`src/hdl/timer16_params.svh`:
```
// Offsets, field positions, reset values and timing counts of the 16-bit timer
`ifndef TIMER16_PARAMS_SVH
`define TIMER16_PARAMS_SVH

// Register indexes; byte address is four times the index
`define IDX_RUN 9'h180
`define IDX_MOD 9'h182
`define IDX_FFCR 9'h183
`define IDX_CMPA_LO 9'h188
`define IDX_CMPA_HI 9'h189
`define IDX_CMPB_LO 9'h18A
`define IDX_CMPB_HI 9'h18B
`define IDX_CAPA_LO 9'h18C
`define IDX_CAPA_HI 9'h18D
`define IDX_CAPB_LO 9'h18E
`define IDX_CAPB_HI 9'h18F

// Run register fields
`define RUN_COUNT_BIT 0
`define RUN_PRESC_BIT 2
`define RUN_IDLE2_BIT 6
`define RUN_DBUF_BIT 7
// Mode register fields
`define MOD_CLK_LSB 0
`define MOD_CLEAR_BIT 2
`define MOD_SOFTCAP_BIT 5
// Toggle control fields
`define FFCR_CMD_LSB 0
`define FFCR_TA_BIT 2
`define FFCR_TB_BIT 3
`define FFCR_TC_BIT 4

// Reset values
`define RESET_BYTE 8'h00
`define RESET_WORD 16'h0000
`define RESET_READ 32'h0000_0000

// Timing counts
`define PRESC_IN_DIV 4
`define PRESC_WIDTH 5
`define COUNT_MAX 16'hFFFF

`endif

```
`src/hdl/timer16_pkg.sv`:
```
// Types shared by the 16-bit timer design
`include "timer16_params.svh"
package timer16_pkg;

    typedef enum logic [1:0] {
        SRC_EXTERNAL = 2'b00,
        SRC_FINE = 2'b01,
        SRC_MID = 2'b10,
        SRC_COARSE = 2'b11
    } clock_source_type;

    typedef enum logic [1:0] {
        FF_INVERT = 2'b00,
        FF_SET = 2'b01,
        FF_CLEAR = 2'b10,
        FF_KEEP = 2'b11
    } ff_command_type;

    typedef struct packed {
        logic waitrequest;
        logic [31:0] readdata;
        logic run;
        logic prescaler_run;
        logic idle2_run_enable;
        logic double_buffer_enable;
        clock_source_type clock_select;
        logic match_clear_enable;
        logic match_a_toggle_enable;
        logic match_b_toggle_enable;
        logic capture_toggle_enable;
        logic [15:0] compare_register_a;
        logic [15:0] compare_buffer_a;
        logic [15:0] compare_register_b;
        logic [7:0] stage_a;
        logic [7:0] stage_b;
        logic [15:0] capture_register_a;
        logic [7:0] read_hold;
        logic [1:0] div4;
        logic [`PRESC_WIDTH-1:0] prescaler;
        logic [15:0] up_counter;
        logic ext_sync1;
        logic ext_sync2;
        logic ext_prev;
        logic output_toggle_ff;
        logic overflow_irq;
        logic match_a_irq;
        logic match_b_irq;
    } timer_state_type;

endpackage

```
`src/hdl/timer16_capture_ppg.sv`:
```
// 16-bit timer with compare, soft capture and toggle output, Avalon-MM slave
//
// Local design decision: the Avalon-MM interface to the registers.
`timescale 1ns/1ps
`include "timer16_params.svh"
module timer16_capture_ppg
    import timer16_pkg::*;
(
    input wire logic clk,
    input wire logic rst,
    input wire logic [8:0] avs_address,
    input wire logic avs_read,
    input wire logic avs_write,
    input wire logic [31:0] avs_writedata,
    input wire logic [3:0] avs_byteenable,
    output logic [31:0] avs_readdata,
    output logic avs_waitrequest,
    input wire logic external_count_input,
    input wire logic idle2_mode,
    output logic timer_output_pin,
    output logic overflow_irq,
    output logic match_a_irq,
    output logic match_b_irq
);

    // Overview of the datapath:
    //   clk -> divide-by-4 -> 5-bit prescaler -> fine, mid and coarse taps
    //   taps or synchronised pin edges -> 16-bit up-counter
    //   counter -> two comparators -> match pulses, buffered reload, toggle
    //   bus write of the capture strobe -> capture A latch -> toggle
    // All state sits in one packed struct, so reset and the next-state copy
    // cover every field; nothing else in the block holds a value.
    // The helpers below are plain decodes of that state, the bus inputs and idle2_mode.

    timer_state_type s;
    timer_state_type next_s;

    // Bus request qualifiers
    logic request;
    logic accept;
    logic act;
    logic wr_act;
    logic rd_act;
    logic lane0;
    logic lane1;
    logic [7:0] wbyte0;
    logic [7:0] wbyte1;

    // Prescaler and counting
    logic halted;
    logic presc_tick;
    logic tap_fine;
    logic tap_mid;
    logic tap_coarse;
    logic ext_edge;
    logic count_tick;
    logic clear_hit;
    logic [15:0] counter_next;
    logic ev_match_a;
    logic ev_match_b;
    logic ev_overflow;
    logic ev_capture;
    logic toggled;
    logic [31:0] read_value;

    // Bus timing, as seen from the master:
    //   edge 0: request sampled with waitrequest high, answer prepared
    //   edge 1: waitrequest low, the write lands, read data stand
    //   edge 2: waitrequest high again and the request has been dropped
    // One fixed wait state keeps the read path registered and short,
    // at the price of two clocks for every transfer.

    // Request is accepted one edge before it completes
    assign request = avs_read | avs_write;
    assign accept = request & s.waitrequest;
    assign act = request & ~s.waitrequest;
    assign wr_act = act & avs_write;
    assign rd_act = act & avs_read;
    assign lane0 = avs_byteenable[0];
    assign lane1 = avs_byteenable[1];
    assign wbyte0 = avs_writedata[7:0];
    assign wbyte1 = avs_writedata[15:8];

    // Tap periods with the prescaler running and no IDLE2 halt:
    //   fine every 8 clocks, mid every 32, coarse every 128
    // The taps are one-cycle enables, never clocks, so the counter and
    // everything behind it stay in the single clk domain.

    // IDLE2 freezes the prescaler unless software asked it to keep running
    assign halted = idle2_mode & ~s.idle2_run_enable;
    assign presc_tick = s.prescaler_run & ~halted & (s.div4 == 2'(`PRESC_IN_DIV - 1));
    assign tap_fine = presc_tick & s.prescaler[0];
    assign tap_mid = presc_tick & (&s.prescaler[2:0]);
    assign tap_coarse = presc_tick & (&s.prescaler);

    // Only the second synchroniser stage feeds the edge detector
    // The pin needs to stay high and low for only one clock each to be counted
    assign ext_edge = s.ext_sync2 & ~s.ext_prev & ~halted;

    // Source multiplexer
    always_comb begin
        case (s.clock_select)
            SRC_EXTERNAL: count_tick = ext_edge;
            SRC_FINE: count_tick = tap_fine;
            SRC_MID: count_tick = tap_mid;
            SRC_COARSE: count_tick = tap_coarse;
            default: count_tick = 1'b0;
        endcase
    end

    // Counter step: clear on compare B match, else wrap through full range.
    // With clear enabled the period is B + 1 ticks, since the tick after the
    // match returns the count to zero.
    assign clear_hit = s.match_clear_enable & (s.up_counter == s.compare_register_b);
    assign counter_next = clear_hit ? `RESET_WORD : s.up_counter + 16'h0001;

    // Events are seen when the counter arrives at a value, so a compare
    // value of zero fires only after a clear or the wrap from all ones; the overflow is the wrap from
    // all ones and is suppressed when a clear already takes the count to zero
    assign ev_match_a = s.run & count_tick & (counter_next == s.compare_register_a);
    assign ev_match_b = s.run & count_tick & (counter_next == s.compare_register_b);
    assign ev_overflow = s.run & count_tick & ~clear_hit & (s.up_counter == `COUNT_MAX);

    // Writing 0 to the soft-capture bit samples the counter
    // Limitation: the strobe is ignored while the prescaler is stopped, and
    // it latches the count that stands before the write edge
    assign ev_capture = wr_act & lane0 & (avs_address == `IDX_MOD)
        & ~avs_writedata[`MOD_SOFTCAP_BIT] & s.prescaler_run;

    // Each enabled source flips the output once; coincident flips cancel
    // Trade-off: cancelling needs no priority logic, but two events in one
    // cycle leave the output unchanged
    assign toggled = s.output_toggle_ff
        ^ (ev_match_a & s.match_a_toggle_enable)
        ^ (ev_match_b & s.match_b_toggle_enable)
        ^ (ev_capture & s.capture_toggle_enable);

    // Register map by word index:
    //   run control, mode, toggle control, compare A low and high,
    //   compare B low and high, capture A low and high, capture B low and high
    // A read of the capture A low index returns all 16 bits and freezes the
    // high byte, so a later byte read of the high index stays coherent even
    // when the counter has moved on in between.
    // Read multiplexer; write-only and unmapped locations return zero
    always_comb begin
        read_value = `RESET_READ;
        case (avs_address)
            `IDX_RUN: begin
                // Bits 1, 3, 4 and 5 are spare and read as zero
                read_value[`RUN_COUNT_BIT] = s.run;
                read_value[`RUN_PRESC_BIT] = s.prescaler_run;
                read_value[`RUN_IDLE2_BIT] = s.idle2_run_enable;
                read_value[`RUN_DBUF_BIT] = s.double_buffer_enable;
            end
            `IDX_MOD: begin
                read_value[`MOD_CLK_LSB +: 2] = s.clock_select;
                read_value[`MOD_CLEAR_BIT] = s.match_clear_enable;
                read_value[`MOD_SOFTCAP_BIT] = 1'b1;
            end
            `IDX_FFCR: begin
                // The command field is a strobe and reads back as no command
                read_value[`FFCR_CMD_LSB +: 2] = FF_KEEP;
                read_value[`FFCR_TA_BIT] = s.match_a_toggle_enable;
                read_value[`FFCR_TB_BIT] = s.match_b_toggle_enable;
                read_value[`FFCR_TC_BIT] = s.capture_toggle_enable;
            end
            `IDX_CAPA_LO: begin
                read_value[15:0] = s.capture_register_a;
            end
            `IDX_CAPA_HI: begin
                read_value[7:0] = s.read_hold;
            end
            `IDX_CMPA_LO, `IDX_CMPA_HI, `IDX_CMPB_LO, `IDX_CMPB_HI: begin
                // Compare registers are write-only and hide their contents
                read_value = `RESET_READ;
            end
            `IDX_CAPB_LO, `IDX_CAPB_HI: begin
                // No capture trigger input exists, so capture B never loads
                read_value = `RESET_READ;
            end
            default: begin
                read_value = `RESET_READ;
            end
        endcase
    end

    // Next-state logic for the whole block
    always_comb begin
        next_s = s;

        // Bus handshake: one wait cycle, then completion
        if (accept) begin
            next_s.waitrequest = 1'b0;
        end else begin
            next_s.waitrequest = 1'b1;
        end

        // Read data move only for an accepted read and then hold
        if (accept && avs_read) begin
            next_s.readdata = read_value;
        end

        // Low byte of capture read freezes the high byte for the next read
        if (rd_act && avs_address == `IDX_CAPA_LO) begin
            next_s.read_hold = s.capture_register_a[15:8];
        end

        // Divide-by-4 front end of the prescaler
        // IDLE2 freezes the phase rather than clearing it, so the taps resume
        // with their spacing intact
        if (s.prescaler_run && !halted) begin
            next_s.div4 = s.div4 + 2'h1;
        end else if (!s.prescaler_run) begin
            next_s.div4 = 2'h0;
        end

        // Prescaler: counts while running, cleared when stopped
        if (!s.prescaler_run) begin
            next_s.prescaler = '0;
        end else if (presc_tick) begin
            next_s.prescaler = s.prescaler + `PRESC_WIDTH'(1);
        end

        // External input synchroniser and edge memory
        // The first stage may be metastable; nothing but the second reads it
        next_s.ext_sync1 = external_count_input;
        next_s.ext_sync2 = s.ext_sync1;
        next_s.ext_prev = s.ext_sync2;

        // Up-counter
        if (!s.run) begin
            next_s.up_counter = `RESET_WORD;
        end else if (count_tick) begin
            next_s.up_counter = counter_next;
        end

        // Buffered compare A reloads at compare B match
        if (ev_match_b && s.double_buffer_enable) begin
            next_s.compare_register_a = s.compare_buffer_a;
        end

        // Capture
        if (ev_capture) begin
            next_s.capture_register_a = s.up_counter;
        end

        // Interrupt pulses, one cycle each
        // Registered with the counter, so each pulse lines up with the new count
        next_s.overflow_irq = ev_overflow;
        next_s.match_a_irq = ev_match_a;
        next_s.match_b_irq = ev_match_b;

        // Toggle flip-flop events first; a command write below overrides them
        next_s.output_toggle_ff = toggled;

        // Register writes take effect at the completing edge
        // Compare loads come as one 16-bit access on the low index, or as a
        // staged low byte and a high byte that commits the pair; a lone high
        // byte commits whatever low byte was staged last
        if (wr_act && lane0) begin
            case (avs_address)
                `IDX_RUN: begin
                    // The run bit gates the counter; the prescaler has its own bit
                    next_s.run = wbyte0[`RUN_COUNT_BIT];
                    next_s.prescaler_run = wbyte0[`RUN_PRESC_BIT];
                    next_s.idle2_run_enable = wbyte0[`RUN_IDLE2_BIT];
                    next_s.double_buffer_enable = wbyte0[`RUN_DBUF_BIT];
                end
                `IDX_MOD: begin
                    // The soft-capture bit is a strobe and keeps no state
                    next_s.clock_select = clock_source_type'(wbyte0[`MOD_CLK_LSB +: 2]);
                    next_s.match_clear_enable = wbyte0[`MOD_CLEAR_BIT];
                end
                `IDX_FFCR: begin
                    next_s.match_a_toggle_enable = wbyte0[`FFCR_TA_BIT];
                    next_s.match_b_toggle_enable = wbyte0[`FFCR_TB_BIT];
                    next_s.capture_toggle_enable = wbyte0[`FFCR_TC_BIT];
                    // A command write wins over any toggle event of the same cycle
                    case (ff_command_type'(wbyte0[`FFCR_CMD_LSB +: 2]))
                        FF_INVERT: next_s.output_toggle_ff = ~s.output_toggle_ff;
                        FF_SET: next_s.output_toggle_ff = 1'b1;
                        FF_CLEAR: next_s.output_toggle_ff = 1'b0;
                        default: next_s.output_toggle_ff = toggled;
                    endcase
                end
                `IDX_CMPA_LO: begin
                    if (lane1) begin
                        // Whole 16-bit load in one access
                        next_s.compare_buffer_a = {wbyte1, wbyte0};
                        if (!s.double_buffer_enable) begin
                            next_s.compare_register_a = {wbyte1, wbyte0};
                        end
                    end else begin
                        next_s.stage_a = wbyte0;
                    end
                end
                `IDX_CMPA_HI: begin
                    // High byte completes the pair staged by the low byte
                    next_s.compare_buffer_a = {wbyte0, s.stage_a};
                    if (!s.double_buffer_enable) begin
                        next_s.compare_register_a = {wbyte0, s.stage_a};
                    end
                end
                `IDX_CMPB_LO: begin
                    if (lane1) begin
                        next_s.compare_register_b = {wbyte1, wbyte0};
                    end else begin
                        next_s.stage_b = wbyte0;
                    end
                end
                `IDX_CMPB_HI: begin
                    // High byte completes the pair staged by the low byte
                    next_s.compare_register_b = {wbyte0, s.stage_b};
                end
                default: begin
                    // Capture registers and unmapped slots ignore writes
                    next_s.stage_a = s.stage_a;
                end
            endcase
        end
    end

    // Single state register; reset gives every field a known value
    // Compare registers and the toggle output are zeroed as well, so a run
    // that skips their loading still starts from known values
    always_ff @(posedge clk) begin
        if (rst) begin
            s <= '0;
            s.waitrequest <= 1'b1;
            s.clock_select <= SRC_EXTERNAL;
            s.double_buffer_enable <= 1'b0;
        end else begin
            s <= next_s;
        end
    end

    // Outputs straight from the state register
    // No output port carries combinational logic
    assign avs_readdata = s.readdata;
    assign avs_waitrequest = s.waitrequest;
    assign timer_output_pin = s.output_toggle_ff;
    assign overflow_irq = s.overflow_irq;
    assign match_a_irq = s.match_a_irq;
    assign match_b_irq = s.match_b_irq;

endmodule

```
`config.mk`:
```
export PLATFORM = sky130hd
export DESIGN_NAME = timer16_capture_ppg
export DESIGN_NICKNAME = d
export VERILOG_FILES = /design/src/hdl/timer16_pkg.sv /design/src/hdl/timer16_capture_ppg.sv
export VERILOG_INCLUDE_DIRS = /design/src /design/src/hdl
export SDC_FILE = /design/constraint.sdc
export NUM_CORES = 1
export LEC_CHECK = 0
export ABC_CLOCK_PERIOD_IN_PS = 3970
export BUFFER_PORTS_ARGS = -buffer_cell sky130_fd_sc_hd__buf_2
export CORE_ASPECT_RATIO = 1.4
export CORE_MARGIN = 2
export CORE_UTILIZATION = 59
export CTS_CLUSTER_SIZE = 10
export DETAILED_ROUTE_END_ITERATION = 8
export GPL_TIMING_DRIVEN = 0
export PLACE_DENSITY = 0.87
export SLEW_MARGIN = 20
export SYNTH_ARGS = -nofsm -noshare
export SYNTH_HDL_FRONTEND = slang
export SYNTH_SLANG_ARGS = --single-unit
```
`constraint.sdc`:
```
create_clock -name clk -period 3.97 [get_ports clk]
set_input_delay 1.191 -clock clk [delete_from_list [all_inputs] [get_ports clk]]
set_output_delay 1.191 -clock clk [all_outputs]
set_load 0.01 [all_outputs]
```
==> run_results.csv <==
group,metric,value,unit
timing,tightestPinTransition,1150,ps
final_layout,fill_cells,1018,
power,leakage,3.53,nW
place,placed_area,0.00852,mm2
grt,first_global_vias,7524,
synth,netlist.area_leader.share,36.3,%
worst_hold_path,worstHoldStart,"next_s[5]$_SDFF_PP0_",
timing,fmax,261,MHz
synth,async_flop_share,0,%
grt,grt_start_max_net_pins,17,
timing,whs,437,ps
synth,yosysMostFrequentCell,"dfxtp_1",
critical_path,rr_endpoint,"s[114]$_SDFF_PP0_",
synth,synth_compound_area_share,20.8,%
floorplan,rows,50,
detailed_routing,final_antenna_net_count,0,
final_layout,drive_gt1_share,16.7,%
grt,antenna_found_initial,0,
critical_path,reg2reg_depth,13,
final_layout,final_cell_area,0.00924,mm2
critical_path,crit_fanout,10,
worst_hold_path,whs_path_depth,1,
grt,grt_pass1_wl,39400,um
detailed_routing,vias_per_cell,6.46,
detailed_routing,drc,0,
clock_tree,cts_htree_levels,4,
detailed_routing,drt-wirelength-per-cell,20.6,um
detailed_routing,dr.pass1.iters,6,
clock_tree,clkTransAtPathRegs,70,ps
timing,post-route-period-util,96.5,%
clock_tree,cts_buffer_depth,2,
critical_path,startpoint,"s[8]$_SDFFE_PP0N_",
detailed_routing,drt_iter0_drc,794,
critical_path,crit_required,4270,ps
synth,yosys-top-cells-count,"dfxtp_1 (145), nor2_1 (141), mux2i_1 (73), nand2_1 (62), clkbuf_1 (50)",
synth,synthAdderAreaFrac,0.782,%
timing,clock_skew,12.4,ps
floorplan,core,0.0133,mm2
critical_path,critPathLaunchType,"flip-flop",
timing,period_minus_slack,3830,ps
outcome,status,"finished, final reports clean",
floorplan,die_x,102,um
timing,slew_headroom,22.8,%
floorplan,ios,88,
final_layout,diodes,0,
place,routabilityCongestion,0.969,
synth,synth.distinct_cells,73,
synth,synthSimpleGateAreaFrac,20.1,%
synth,postSynthAreaPerCell,8.53,um2
floorplan,initial_core_util,60.0,%
final_layout,nNetsFinal,1081,
timing,report.final.hold_viol_count,0,
final_layout,syn_to_final_growth,15.5,%
critical_path,worst-setup-path-type,"flip-flop to flip-flop",
detailed_routing,num_vias,7887,
critical_path,rr_startpoint,"s[8]$_SDFFE_PP0N_",
worst_hold_path,hp-class,"flip-flop to flip-flop",
synth,yosys-mux-area-fraction,9.98,%
critical_path,cp.arrival,4130,ps
critical_path,ff2ff_setup_slack,140,ps
detailed_routing,wirelength,25100,um
clock_tree,clockRootBuffer,"clkbuf_16",
power,pwr_density_cell,356,mW/mm2
floorplan,die_h,142,um
worst_hold_path,worstHoldEndpoint,"next_s[4]$_SDFF_PP0_",
synth,ys_ff_latch,145,
synth,synth_top_family_by_area,"compound AO/OA/AOI/OAI gates",
synth,synth-edff-count,0,
synth,synth-xor-area-share,4.46,%
grt,grt_usage,35.1,%
clock_tree,cts_sinks,145,
timing,setup_violations,0,
synth,synth_area_leaders,"dfxtp_1 (36%), mux2i_1 (9.1%), nor2_1 (6.6%), a211oi_1 (4.1%), a22oi_1 (3.9%)",
power,ir_drop,0.000293,V
timing,report.final.slew_viol_count,0,
place,portBuffers,46,
synth,netlist_area,0.00800,mm2
synth,synth_top_cell_by_area,"dfxtp_1",
clock_tree,clk_latency,430,ps
run,maxCapViolCount,0,
place,dp_hpwl,17700,um
clock_tree,cts_tree,"done",
clock_tree,cts_made_buffers,17,
synth,ys_warn_count,0,
grt,grt-ovfl-total,0,
synth,synthFlopType,"dfxtp_1",
critical_path,cp-end-kind,"flip-flop",
synth,syn-instance-count,938,
synth,ys_seq_area_share,36.3,%
floorplan,dieArea,0.0145,mm2
[cell families after synthesis]
family | count (synthesis)
AO/OA/AOI/OAI | 226
XOR/XNOR | 39
adder cells (fa/ha/maj) | 5
buffers and inverters | 117
flip-flops | 145
multiplexers | 79
other | 1
AND/OR/NAND/NOR | 326
[area by class of cell]
class                   count  area [um2]  share of cell area, %
repair buffers             53         283                   3.06
clock buffers              20         457                   4.94
flip-flops and latches    145        2900                   31.4
multi-input cells         691        4620                   50.0
inverters                  11        41.3                  0.447
well taps                 182         228                   2.46
plain buffers             106         566                   6.12
clock inverters            12         146                   1.58
[sequential cells by signal (all words and copies together), names as in the netlist]
register	cells
timer_output_pin	1
overflow_irq	1
s	122
avs_waitrequest	1
match_a_irq	1
next_s	2
avs_readdata	16
match_b_irq	1
[report_power, final]
group	internal (mW)	switching, mW	total [mW]
registers	1.46	0.00454	1.47
clock network	0.974	0.678	1.65
logic	0.0587	0.116	0.175
total	2.49	0.798	3.29
[cells in the final DEF, fill, tap and decap left out, types with 3 or more instances in the layout]
cell type,n
mux2i_1,73
ha_1,5
or3_1,6
mux2_2,6
and3b_1,3
a211oi_2,7
and2_1,16
nor4_4,5
nor3_1,23
nor2_1,139
nor2b_1,6
o21ai_0,12
nand3b_1,5
xor2_1,6
nand2_1,62
o31ai_1,17
a211oi_1,44
o22ai_1,8
a222oi_1,4
a221oi_1,5
clkbuf_1,51
buf_2,59
dfxtp_1,144
nand3_1,13
buf_4,41
inv_1,11
conb_1,16
inv_6,3
and2_0,4
a2bb2oi_1,3
o211ai_1,3
xnor2_1,31
clkbuf_16,17
a22o_1,17
nor4_1,10
a22oi_1,42
buf_1,5
a21oi_1,43
buf_6,3
nand4_1,9
[worst max path at each step]
stage                                  end  cells after the start
6_report                 s[114]$_SDFF_PP0_                     13
4_1_cts                  s[112]$_SDFF_PP0_                     10
3_3_place_gp             s[112]$_SDFF_PP0_                     11
3_5_place_dp   timer_output_pin$_SDFF_PP0_                     12
2_1_floorplan            s[109]$_SDFF_PP0_                     11
5_1_grt                  s[112]$_SDFF_PP0_                     13
[timing repair]
| item | in CTS | in global routing |
|---|---|---|
| gates resized for setup | 3 | 11 |
| pin swaps | 0 | 1 |
| hold buffers | 0 | 0 |
| setup buffers | 0 | 7 |
| endpoints found under the setup margin | 4 | 29 |
| gates cloned | 0 | 0 |
[critical path: stages, from the launching register on]
cell and delay (ps):
dfxtp_2 420, ha_1 270, nand3_2 230, nor4_4 430
xnor2_2 210, o22ai_1 150, or3_1 330, o32a_1 420
nor4_2 370, buf_4 240, buf_6 190, mux2i_1 220
a22o_1 150, o31ai_1 60
[routing by layer]
layer  track usage, %  wire length [um]
met5                0                 0
met1             39.6              9000
met3             6.21              2040
met2             58.3             12000
met4             25.2              2010
[through the flow]
step	setup WS [ps]	total power, mW	std cells	util, %	setup TNS, ps
global route	-77.2	3.36	1220	69.4	-516
floorplan	236	1.60	953	-	0
CTS	65.3	3.28	1213	68.6	0
finish	140	3.29	1220	69.4	0
global placement	-728	1.66	1181	63.9	-15490
detailed placement	-425	1.67	1181	64.0	-12200
Note: power is estimated with default switching activity, not from simulation.
